$ cat config.mk
export PLATFORM = sky130hd
export DESIGN_NAME = flash_seq
export DESIGN_NICKNAME = d
export VERILOG_FILES = /design/src/include/flash_seq_pkg.sv /design/src/verilog/flash_seq.sv
export SDC_FILE = /design/constraint.sdc
export NUM_CORES = 1
export LEC_CHECK = 0
export BUFFER_PORTS_ARGS = -buffer_cell sky130_fd_sc_hd__buf_2
export CAP_MARGIN = 20
export CELL_PAD_IN_SITES_DETAIL_PLACEMENT = 1
export CELL_PAD_IN_SITES_GLOBAL_PLACEMENT = 2
export CORE_MARGIN = 8
export CORE_UTILIZATION = 33
export CTS_CLUSTER_SIZE = 24
export DETAILED_ROUTE_END_ITERATION = 12
export GPL_ROUTABILITY_DRIVEN = 0
export PLACE_DENSITY = 0.88
export SLEW_MARGIN = 25
export SYNTH_ARGS = -nofsm -noshare
export SYNTH_HDL_FRONTEND = slang
export SYNTH_SLANG_ARGS = --single-unit
$ cat constraint.sdc
create_clock -name hclk -period 4.7 [get_ports hclk]
set_input_delay 0.47 -clock hclk [delete_from_list [all_inputs] [get_ports hclk]]
set_output_delay 0.47 -clock hclk [all_outputs]
set_load 0.05 [all_outputs]
$ cat src/include/flash_seq_pkg.sv
// register map, field layout and carrier types for the flash sequencer block
// Functional notes
// - security word bit 12 reports the write-prohibit flag
// - security word bit 10 reports the block-erase-prohibit flag
// - security word bit 9 reports the boot-rewrite-prohibit flag
// - security word bit 3 reports the read-protect flag
// - security word bit 8 is boot swap: 0 cluster 1, 1 cluster 0
// - window start register holds first protected block in bits 8..0
// - window end register holds last window block plus one in bits 8..0
// - window end bit 15 selects mode: 1 outside, 0 inside
// - window start bit 15 is protection: 1 disabled, 0 enabled
// - after reset both window block fields read 511
// - area select written 0x00 targets code/data area, not extra area
// - erase covers one 2 KB block from pointer and end address registers
// - writing 0x84 to the command register starts the erase
// - init control pulsed 1 then 0 clears controls, keeps error status
// - error status bits: 5 extra, 4 code/data, 3 blank, 1 write, 0 erase
package flash_seq_pkg;
   localparam logic [7:0] OFF_SEC      = 8'h00;
   localparam logic [7:0] OFF_WIN_STRT = 8'h04;
   localparam logic [7:0] OFF_WIN_END  = 8'h08;
   localparam logic [7:0] OFF_AREA     = 8'h0c;
   localparam logic [7:0] OFF_CMD      = 8'h10;
   localparam logic [7:0] OFF_PTR_LO   = 8'h14;
   localparam logic [7:0] OFF_PTR_HI   = 8'h18;
   localparam logic [7:0] OFF_END_LO   = 8'h1c;
   localparam logic [7:0] OFF_END_HI   = 8'h20;
   localparam logic [7:0] OFF_INIT     = 8'h24;
   localparam logic [7:0] OFF_ERR      = 8'h28;
   localparam logic [7:0] OFF_STAT     = 8'h2c;

   localparam int SEC_WP     = 12;
   localparam int SEC_BLOCK_ERASE_PROHIBIT_FLAG   = 10;
   localparam int SEC_BOOTRW = 9;
   localparam int SEC_SWAP   = 8;
   localparam int SEC_RDPR   = 3;
   localparam logic [15:0] SEC_MASK = 16'h1708;
   localparam logic [15:0] SEC_RST  = 16'h0000;

   localparam int WIN_FLAG = 15;
   localparam logic [15:0] WIN_MASK = 16'h81ff;
   localparam logic [8:0]  BLK_RST  = 9'h1ff;
   localparam logic [15:0] WIN_RST  = 16'h01ff;

   localparam int CMD_START = 7;
   localparam logic [2:0] MODE_ERASE = 3'h4;
   localparam logic [7:0] CMD_ERASE  = 8'h84;
   localparam logic [7:0] CMD_MASK   = 8'h87;
   localparam logic [7:0] CMD_RST    = 8'h00;

   localparam int ERR_ERASE = 0;
   localparam int ERR_WRITE = 1;
   localparam int ERR_BLANK = 3;
   localparam int ERR_CD    = 4;
   localparam int ERR_EXTRA = 5;
   localparam logic [5:0] ERR_RST = 6'h00;

   typedef enum logic [1:0] {
      ST_IDLE  = 2'b00,
      ST_ERASE = 2'b01,
      ST_DONE  = 2'b11
   } seq_state_e;

   typedef struct packed {
      logic [15:0] sec;
      logic [15:0] win_start;
      logic [15:0] win_end;
   } nvm_flags_s;

   typedef struct packed {
      logic        erase_req;
      logic [23:0] start_addr;
      logic [23:0] end_addr;
   } array_req_s;

   typedef struct packed {
      logic done;
      logic erase_err;
      logic write_err;
      logic blank_err;
      logic extra_err;
   } array_rsp_s;
endpackage

$ cat src/verilog/flash_seq.sv
// flash sequencer: flag/window readout, block erase launch, ahb-lite registers
//
// Design decisions made here: the register addresses and the AHB-Lite interface to the registers.
`timescale 1ns/1ps
`default_nettype none
module flash_seq (
   input  wire logic                      hclk,
   input  wire logic                      hresetn,
   input  wire logic                      ce,
   input  wire logic                      hsel,
   input  wire logic [31:0]               haddr,
   input  wire logic [1:0]                htrans,
   input  wire logic                      hwrite,
   input  wire logic [2:0]                hsize,
   input  wire logic [31:0]               hwdata,
   input  wire logic                      hready,
   output logic                           hreadyout,
   output logic                           hresp,
   output logic [31:0]                    hrdata,
   input  wire flash_seq_pkg::nvm_flags_s nvm,
   output flash_seq_pkg::array_req_s      arr_req,
   input  wire flash_seq_pkg::array_rsp_s arr_rsp,
   output logic                           busy
);
   logic                     wr_q;
   logic                     rd_q;
   logic [7:0]               addr_q;
   logic [31:0]              hrdata_q;
   logic [31:0]              rdata;
   logic                     addr_ok;
   logic                     start_ok;
   logic                     refused;
   flash_seq_pkg::seq_state_e state_q;
   logic [15:0]              sec_q;
   logic [15:0]              ws_q;
   logic [15:0]              we_q;
   logic                     area_q;
   logic [7:0]               cmd_q;
   logic [15:0]              ptr_lo_q;
   logic [7:0]               ptr_hi_q;
   logic [15:0]              end_lo_q;
   logic [7:0]               end_hi_q;
   logic                     init_q;
   logic [5:0]               err_q;
   logic [5:0]               err_d;

   function automatic logic hit(input logic [7:0] a, input logic [7:0] off);
      return a == off;
   endfunction

   // ---------------- bus slave ----------------
   // hsize is not checked: only whole-word single transfers are issued
   assign addr_ok = hsel & htrans[1] & hready;

   always_ff @(posedge hclk or negedge hresetn) begin
      if (!hresetn) begin
         wr_q   <= 1'b0;
         rd_q   <= 1'b0;
         addr_q <= 8'h00;
      end else if (ce) begin
         wr_q <= addr_ok & hwrite;
         rd_q <= addr_ok & ~hwrite;
         if (addr_ok) begin
            addr_q <= haddr[7:0];
         end
      end
   end

   // reads take one wait state so the data word comes from a flop
   // and sees any write that completed in the cycle before
   always_ff @(posedge hclk or negedge hresetn) begin
      if (!hresetn) begin
         hrdata_q <= 32'h0000_0000;
      end else if (ce && rd_q) begin
         hrdata_q <= rdata;
      end
   end

   assign hreadyout = ~rd_q;
   assign hresp     = 1'b0;
   assign hrdata    = hrdata_q;

   always_comb begin
      rdata = 32'h0000_0000;
      unique case (1'b1)
         hit(addr_q, flash_seq_pkg::OFF_SEC):      rdata[15:0] = sec_q;
         hit(addr_q, flash_seq_pkg::OFF_WIN_STRT): rdata[15:0] = ws_q;
         hit(addr_q, flash_seq_pkg::OFF_WIN_END):  rdata[15:0] = we_q;
         hit(addr_q, flash_seq_pkg::OFF_AREA):     rdata[0]    = area_q;
         hit(addr_q, flash_seq_pkg::OFF_CMD):      rdata[7:0]  = cmd_q;
         hit(addr_q, flash_seq_pkg::OFF_PTR_LO):   rdata[15:0] = ptr_lo_q;
         hit(addr_q, flash_seq_pkg::OFF_PTR_HI):   rdata[7:0]  = ptr_hi_q;
         hit(addr_q, flash_seq_pkg::OFF_END_LO):   rdata[15:0] = end_lo_q;
         hit(addr_q, flash_seq_pkg::OFF_END_HI):   rdata[7:0]  = end_hi_q;
         hit(addr_q, flash_seq_pkg::OFF_INIT):     rdata[0]    = init_q;
         hit(addr_q, flash_seq_pkg::OFF_ERR):      rdata[5:0]  = err_q;
         hit(addr_q, flash_seq_pkg::OFF_STAT):     rdata[0]    = busy;
         default:                                  rdata       = 32'h0000_0000;
      endcase
   end

   // ---------------- flag and window snapshot ----------------
   // snapshot frozen while a command runs, so a read never tears
   always_ff @(posedge hclk or negedge hresetn) begin
      if (!hresetn) begin
         sec_q <= flash_seq_pkg::SEC_RST;
         ws_q  <= flash_seq_pkg::WIN_RST;
         we_q  <= flash_seq_pkg::WIN_RST;
      end else if (ce && state_q == flash_seq_pkg::ST_IDLE) begin
         sec_q <= nvm.sec & flash_seq_pkg::SEC_MASK;
         ws_q  <= nvm.win_start & flash_seq_pkg::WIN_MASK;
         we_q  <= nvm.win_end & flash_seq_pkg::WIN_MASK;
      end
   end

   // ---------------- control registers ----------------
   always_ff @(posedge hclk or negedge hresetn) begin
      if (!hresetn) begin
         init_q <= 1'b0;
      end else if (ce && wr_q && hit(addr_q, flash_seq_pkg::OFF_INIT)) begin
         init_q <= hwdata[0];
      end
   end

   // init control holds every control register clear; error status survives
   always_ff @(posedge hclk or negedge hresetn) begin
      if (!hresetn) begin
         area_q   <= 1'b0;
         ptr_lo_q <= 16'h0000;
         ptr_hi_q <= 8'h00;
         end_lo_q <= 16'h0000;
         end_hi_q <= 8'h00;
      end else if (ce) begin
         if (init_q) begin
            area_q   <= 1'b0;
            ptr_lo_q <= 16'h0000;
            ptr_hi_q <= 8'h00;
            end_lo_q <= 16'h0000;
            end_hi_q <= 8'h00;
         end else if (wr_q) begin
            if (hit(addr_q, flash_seq_pkg::OFF_AREA)) begin
               area_q <= hwdata[0];
            end
            if (hit(addr_q, flash_seq_pkg::OFF_PTR_LO)) begin
               ptr_lo_q <= hwdata[15:0];
            end
            if (hit(addr_q, flash_seq_pkg::OFF_PTR_HI)) begin
               ptr_hi_q <= hwdata[7:0];
            end
            if (hit(addr_q, flash_seq_pkg::OFF_END_LO)) begin
               end_lo_q <= hwdata[15:0];
            end
            if (hit(addr_q, flash_seq_pkg::OFF_END_HI)) begin
               end_hi_q <= hwdata[7:0];
            end
         end
      end
   end

   // a start is honoured only when idle; software must not rely on this
   assign start_ok = wr_q & hit(addr_q, flash_seq_pkg::OFF_CMD) & ~init_q
                   & hwdata[flash_seq_pkg::CMD_START]
                   & (hwdata[2:0] == flash_seq_pkg::MODE_ERASE)
                   & ~area_q
                   & (state_q == flash_seq_pkg::ST_IDLE);
   assign refused  = sec_q[flash_seq_pkg::SEC_BLOCK_ERASE_PROHIBIT_FLAG];

   always_ff @(posedge hclk or negedge hresetn) begin
      if (!hresetn) begin
         cmd_q <= flash_seq_pkg::CMD_RST;
      end else if (ce) begin
         if (init_q) begin
            cmd_q <= flash_seq_pkg::CMD_RST;
         end else if (wr_q && hit(addr_q, flash_seq_pkg::OFF_CMD) && !busy) begin
            cmd_q <= hwdata[7:0] & flash_seq_pkg::CMD_MASK;
         end else if (state_q == flash_seq_pkg::ST_DONE) begin
            cmd_q[flash_seq_pkg::CMD_START] <= 1'b0;
         end
      end
   end

   // ---------------- erase sequencer ----------------
   always_ff @(posedge hclk or negedge hresetn) begin
      if (!hresetn) begin
         state_q <= flash_seq_pkg::ST_IDLE;
      end else if (ce) begin
         unique case (state_q)
            flash_seq_pkg::ST_IDLE: begin
               if (start_ok && !refused) begin
                  state_q <= flash_seq_pkg::ST_ERASE;
               end
            end
            flash_seq_pkg::ST_ERASE: begin
               if (arr_rsp.done) begin
                  state_q <= flash_seq_pkg::ST_DONE;
               end
            end
            flash_seq_pkg::ST_DONE: begin
               state_q <= flash_seq_pkg::ST_IDLE;
            end
            default: begin
               state_q <= flash_seq_pkg::ST_IDLE;
            end
         endcase
      end
   end

   assign busy                = state_q != flash_seq_pkg::ST_IDLE;
   assign arr_req.erase_req   = state_q == flash_seq_pkg::ST_ERASE;
   assign arr_req.start_addr  = {ptr_hi_q, ptr_lo_q};
   assign arr_req.end_addr    = {end_hi_q, end_lo_q};

   // error status: a new start clears, but a hardware set in the same
   // cycle still wins
   always_comb begin
      err_d = start_ok ? flash_seq_pkg::ERR_RST : err_q;
      if (start_ok && refused) begin
         err_d[flash_seq_pkg::ERR_ERASE] = 1'b1;
         err_d[flash_seq_pkg::ERR_CD]    = 1'b1;
      end
      if (state_q == flash_seq_pkg::ST_ERASE) begin
         if (arr_rsp.erase_err) begin
            err_d[flash_seq_pkg::ERR_ERASE] = 1'b1;
         end
         if (arr_rsp.write_err) begin
            err_d[flash_seq_pkg::ERR_WRITE] = 1'b1;
         end
         if (arr_rsp.blank_err) begin
            err_d[flash_seq_pkg::ERR_BLANK] = 1'b1;
         end
         if (arr_rsp.erase_err || arr_rsp.write_err || arr_rsp.blank_err) begin
            err_d[flash_seq_pkg::ERR_CD] = 1'b1;
         end
      end
      if (arr_rsp.extra_err) begin
         err_d[flash_seq_pkg::ERR_EXTRA] = 1'b1;
      end
   end

   always_ff @(posedge hclk or negedge hresetn) begin
      if (!hresetn) begin
         err_q <= flash_seq_pkg::ERR_RST;
      end else if (ce) begin
         err_q <= err_d;
      end
   end
endmodule
`default_nettype wire

# ---- Word level (Yosys, flattened, before mapping)
# Cells that the tools add are included.
dict set report op_classes {
  n_addsub 0
  mul 0
  div 0
  magnitude_cmp 0
  eq_ne 16
  shifts 0
  muxes 36
  bitwise_logic 14
  n_reduce_logical 34
}
# operator n
set ops {}
lappend ops {{16-bit 2-to-1 mux} 6}
lappend ops {{8-bit 2-to-1 mux} 7}
lappend ops {{5-bit case mux with 9 select lines} 1}
lappend ops {{8-bit case mux with 5 select lines} 1}
lappend ops {{8-bit by 5-bit equality test with 1-bit output (second input constant)} 4}
lappend ops {{8-bit by 6-bit equality test with 1-bit output (second input constant)} 4}
lappend ops {{3-bit AND reduction} 6}
lappend ops {{2-bit nonzero test} 9}
lappend ops {{8-bit by 4-bit equality test with 1-bit output (second input constant)} 2}
lappend ops {{2-bit case mux with 7 select lines} 1}
lappend ops {{1-bit 2-to-1 mux} 12}
lappend ops {{1-bit case mux with 11 select lines} 1}
lappend ops {{1-bit AND} 10}
lappend ops {{8-bit by 3-bit equality test with 1-bit output (second input constant)} 1}
lappend ops {{1-bit logical AND} 8}
lappend ops {{8-bit logical NOT} 1}
lappend ops {{2-bit 2-to-1 mux} 4}
lappend ops {{2-bit AND reduction} 4}
lappend ops {{7-bit 2-to-1 mux} 1}
lappend ops {{6-bit 2-to-1 mux} 1}
lappend ops {{2-bit by 1-bit inequality test with 1-bit output (second input constant)} 2}
lappend ops {{1-bit inverter} 4}
lappend ops {{2-bit case mux with 2 select lines} 1}
lappend ops {{3-bit equality test (second input constant)} 1}
lappend ops {{6 further kinds} 8}
dict set report totals {
  regBits 116
  latchBits 0
  mem_bits_rw 0
  mem_bits_ro 0
  out_inout_bits 84
  elab_cells 118
  memories 0
}

# ---- Longest topological paths before layout
dict set report logic_depth {
  ltp_word 11
  mapped_depth 7
  mapped_depth_nobuf 5
}

# ---- Worst setup path before layout
# Ideal clock, no wire load.
dict set report synth_path {
  kind {register -> register}
  startpoint {register state_q[1]}
  endpoint {register sec_q[12]}
  setup_ns 0.125
  arrival_ns 1.936
  t_required_ns 4.575
  slack_ns 2.639
  path_stages_with_launch 6
  n_path_buf 1
  path_cell_list {dfrtp_1 -> nor2_1 -> inv_1 -> nor2_1 -> clkbuf_1 -> mux2_2}
}
dict set report synth_between {
  elab_chain_len 2
}
# element line
set synth_rtl {}
lappend synth_rtl {{from (decl)} flash_seq.sv:33} ;# flash_seq_pkg::seq_state_e state_q;
lappend synth_rtl {{from (signal assigned)} flash_seq.sv:185} ;# state_q <= flash_seq_pkg::ST_IDLE;
lappend synth_rtl {{from (signal assigned)} flash_seq.sv:190} ;# state_q <= flash_seq_pkg::ST_ERASE;
lappend synth_rtl {{from (signal assigned)} flash_seq.sv:195} ;# state_q <= flash_seq_pkg::ST_DONE;
lappend synth_rtl {{2-bit logical NOT} flash_seq.sv:109} ;# end else if (ce && state_q == flash_seq_pkg::ST_IDLE) begin
lappend synth_rtl {{1-bit logical AND} flash_seq.sv:109}
lappend synth_rtl {{to (signal assigned)} flash_seq.sv:106} ;# sec_q <= flash_seq_pkg::SEC_RST;
lappend synth_rtl {{to (signal assigned)} flash_seq.sv:110} ;# sec_q <= nvm.sec & flash_seq_pkg::SEC_MASK;
lappend synth_rtl {{to (decl)} flash_seq.sv:34} ;# logic [15:0] sec_q;
# No other way between the ends.
# A chain may end at the register's enable or synchronous reset.

# ---- Worst setup path after layout
dict set report layout_path {
  startpoint {register addr_q[4]}
  endpoint {register end_lo_q[14]}
}
dict set report layout_between {
  elab_chain_len 3
}
# element line
set layout_rtl {}
lappend layout_rtl {{from (decl)} flash_seq.sv:27} ;# logic [7:0] addr_q;
lappend layout_rtl {{from (signal assigned)} flash_seq.sv:64} ;# addr_q <= haddr[7:0];
lappend layout_rtl {{8-bit by 5-bit equality test with 1-bit output} flash_seq.sv:48} ;# return a == off;
lappend layout_rtl {{2-bit nonzero test (no line)} --}
lappend layout_rtl {{3-bit AND reduction (no line)} --}
lappend layout_rtl {{to (signal assigned)} flash_seq.sv:151} ;# end_lo_q <= hwdata[15:0];
lappend layout_rtl {{to (decl)} flash_seq.sv:41} ;# logic [15:0] end_lo_q;
# No other way between the ends.

==> metrics.log <==
[metrics] status: completed
[metrics] CP Class: flop to flop
[metrics] clk_lat worst skew: 0.37 ns
[metrics] total number of yosys warnings: 0
[metrics] number of I/O pins: 212
[metrics] Total Power: ~2.4 mW
[metrics] number of synthesized register bits: between 100 and 150
[metrics] worst-case setup margin in the final layout: 1.32 ns
[metrics] Vias per Instance: 5.50
[metrics] placed wire-length estimate after detailed placement: 13900 um
[metrics] post-cts sizing count: 0
[metrics] Leakage Power: 2.70 nW
[metrics] Root Buffer Master: sky130_fd_sc_hd__clkbuf_16
[metrics] dpl ws: 1.36 ns
[metrics] initial antenna violation count: 0
[metrics] pin count of the biggest net entering global routing: 81
[metrics] Post-CTS Hold Fix Bufs: 0
[metrics] number of cells traversed by the worst register-to-register path: 6
[metrics] drt total wl: 19000 um
[metrics] worst supply voltage drop on vdd: between 0.15 and 0.2 mV
[metrics] DRC: 0
[metrics] share of synthesized area occupied by flip-flops and latches: 49.5%
[metrics] final setup skew: 0.0159 ns
[metrics] Final Hold Viols: 0
[metrics] CTS Buffer Depth: 2
[metrics] layout-stage area growth over the synthesis result: 17.9%
[metrics] share of flip-flops with an asynchronous set or reset after synthesis: 100%
[metrics] slew at the pin closest to its max-slew limit: between 1 and 1.5 ns
[metrics] first-pass GRT wire length: ~30000 um
[metrics] number of enable-type register cells in the synthesized netlist: 0
[metrics] Final Slew Violations: 0
[metrics] depth of the CTS H-tree: 3
[metrics] count of endpoints failing setup in the final report: 0
[metrics] Antenna Cells: 0
[metrics] leading register cell type out of synthesis: sky130_fd_sc_hd__dfrtp_1
[metrics] worst slew margin relative to its limit: between 30% and 40%
[metrics] arrival time at the worst endpoint: 3.60 ns
[metrics] Core ar.: between 0.015 and 0.02 sq mm
[metrics] number of violations of the max-capacitance limit: 0
[metrics] total power density per cell area: 349 mW/mm^2
[metrics] width of the chip: 148 um
[metrics] Net count, final: 727
[metrics] Synth cell types: 57
[metrics] layout filler cell count: about 1900
[metrics] Inserted Clock Buffers: 9
[metrics] via count: roughly 4600
[metrics] critical path fanouts, max: 23
[metrics] Port Buffers: 127
[metrics] Detailed Route Iter0 Violations: 396
[metrics] number of nets with antenna violations after detailed routing: 0
[metrics] die height: roughly 150 um
[metrics] proportion of layout cells with a drive suffix above 1: 35.9%
[metrics] # rows: 48
[metrics] sum of negative setup slack: 0 ns
[metrics] initial core utilization: 33.4%
[metrics] number of global-route vias before repair: roughly 5000
[metrics] Tot GR Track Use: 17.6%
[metrics] TritonCTS sink count: 112
[metrics] Setup crit start kind: flop
[metrics] post-DR wirelength/cell: approximately 23 um
[metrics] time the final worst path needs with I/O delays and setup: 3.38 ns
[metrics] CTS tree: built
[metrics] number of search-and-repair iterations in the first detailed-routing pass: 5
[metrics] area of the die: 0.0218 sq mm
[metrics] cell area after technology mapping: 0.00571 sq mm
[metrics] Post-Synthesis Mean Instance Area: between 10 and 15 sq um
[metrics] class of the worst hold path: primary input to asynchronous set/reset pin
[metrics] Mapped Cells: 490
[metrics] Min Hold Slack: 0.124 ns
[metrics] RSZ-0062 raised after global routing: false
[metrics] endpoint class of the critical path: flop
[metrics] period utilisation layout: 71.9%
[metrics] post-CTS setup-driven buffer insertion count: 0
[metrics] final global-route overflow total: 0
[metrics] data required time at the worst endpoint: about 4.9 ns
[metrics] CTS clock-pin slew for the worst setup and hold paths: around 0.080 ns
[metrics] maximum frequency from static timing analysis: 296 MHz
==> final cells by class <==
class / count / area (sq um) / share of cell area, %
sequential: 112 / 2830 / 42.0
multi-input combinational: 335 / 2630 / 39.0
timing repair buffer: 132 / 687 / 10.2
tap: 225 / 282 / 4.18
clock buffer: 9 / 225 / 3.34
clock inverter: 7 / 55.1 / 0.818
inverter: 9 / 33.8 / 0.502
==> Yosys cell counts (all sizes together), types with 2 or more instances <==
| cell | n | area, sq um |
|---|---|---|
| nor3 | 9 | 67.6 |
| nand3 | 7 | 40.0 |
| a222oi | 3 | 30.0 |
| nor2 | 14 | 55.1 |
| nand4 | 3 | 18.8 |
| a32o | 2 | 20.0 |
| a31oi | 4 | 25.0 |
| a22oi | 8 | 60.1 |
| mux2i | 63 | 631 |
| nor4 | 4 | 25.0 |
| o22ai | 4 | 25.0 |
| nor4b | 2 | 32.5 |
| and3 | 2 | 12.5 |
| clkbuf | 25 | 93.8 |
| or4 | 2 | 17.5 |
| o2bb2ai | 52 | 455 |
| nand2 | 25 | 93.8 |
| or4b | 3 | 37.5 |
| dfstp | 18 | 473 |
| dfrtp | 94 | 2350 |
| a32oi | 2 | 17.5 |
| a21oi | 10 | 50.1 |
| a221oi | 2 | 17.5 |
| mux4 | 2 | 45.0 |
| a22o | 2 | 17.5 |
| buf | 25 | 194 |
| and2 | 2 | 12.5 |
| inv | 9 | 33.8 |
| and4 | 2 | 17.5 |
| o21ai | 27 | 135 |
| nor2b | 7 | 43.8 |
| mux2 | 37 | 417 |
| nand3b | 2 | 15.0 |
| or3 | 3 | 18.8 |
| a21o | 2 | 15.0 |
==> sequential cells by signal, summed over array words and instances (netlist names), 2 cells and up <==
name and flops:
addr_q 8, cmd_q 4, end_hi_q 8, end_lo_q 16, err_q 5, hrdata 16
ptr_hi_q 8, ptr_lo_q 16, sec_q 5, state_q 2, we_q 10, ws_q 10
==> kinds of logic after synthesis <==
group                  synth area share (%)
AO/OA/AOI/OAI                          16.6
multiplexers                           19.1
AND/OR/NAND/NOR                        9.12
other                                0.0657
flip-flops                             49.5
buffers and inverters                  5.63
==> worst max-delay path, stage by stage, from the launching register on <==
cell                        delay (ns)
sky130_fd_sc_hd__dfrtp_1          0.98
sky130_fd_sc_hd__nor4b_4          0.64
sky130_fd_sc_hd__and4_1           0.66
sky130_fd_sc_hd__and3_1           0.23
sky130_fd_sc_hd__buf_4            0.33
sky130_fd_sc_hd__mux2i_1          0.27
sky130_fd_sc_hd__o2bb2ai_1        0.11
==> where the power goes <==
part	internal (mW)	switching [mW]	leakage, nW
Sequential	1.05	0.119	1.19
Clock	0.367	0.383	0.138
Combinational	0.159	0.278	1.38
==> path summary, 6_finish.rpt <==
kind,from,end,slack [ns]
max,addr_q[4]$_DFFE_PN0P_,end_lo_q[14]$_DFFE_PN0P_,1.32
min,hresetn,end_lo_q[9]$_DFFE_PN0P_,0.12
max reg2reg,addr_q[4]$_DFFE_PN0P_,end_lo_q[14]$_DFFE_PN0P_,1.32
min reg2reg,hrdata[8]$_DFFE_PN0P_,hrdata[8]$_DFFE_PN0P_,0.48
max in group asynchronous,hresetn,we_q[1]$_DFFE_PN1P_,3.60
min in group hclk,hwrite,rd_q$_DFFE_PN0P_,0.30
==> cells in the final DEF (no fill, tap or decap), types with 6 or more instances in the layout <==
cell	Yosys	routed
sky130_fd_sc_hd__nand2_1	25	25
sky130_fd_sc_hd__nor2_1	13	12
sky130_fd_sc_hd__buf_2	1	126
sky130_fd_sc_hd__conb_1	1	17
sky130_fd_sc_hd__nand3_1	6	6
sky130_fd_sc_hd__nor2b_1	7	7
sky130_fd_sc_hd__mux2_2	37	37
sky130_fd_sc_hd__clkbuf_16	0	9
sky130_fd_sc_hd__inv_1	8	8
sky130_fd_sc_hd__mux2i_1	63	63
sky130_fd_sc_hd__dfrtp_1	94	94
sky130_fd_sc_hd__nor3_1	7	7
sky130_fd_sc_hd__dfstp_2	18	18
sky130_fd_sc_hd__a22oi_1	8	8
sky130_fd_sc_hd__a21oi_1	10	10
sky130_fd_sc_hd__o21ai_0	27	27
sky130_fd_sc_hd__o2bb2ai_1	52	52
==> metrics by stage <==
step	instance area (sq um)	cells	util, %
finish	6730	829	39.3
global route	6730	829	39.3
CTS	6730	829	39.3
detailed placement	6450	813	37.7
global placement	6430	812	37.6
floorplan	5770	506	-
==> metal layers <==
layer	vias to the layer above	routed length, um	track usage [%]
li1	2039	-	-
met4	0	433	6.17
met3	26	1120	3.97
met1	2340	8360	22.8
met5	-	0	0
met2	153	9060	28.3
Power figures use the tool's default switching activity.
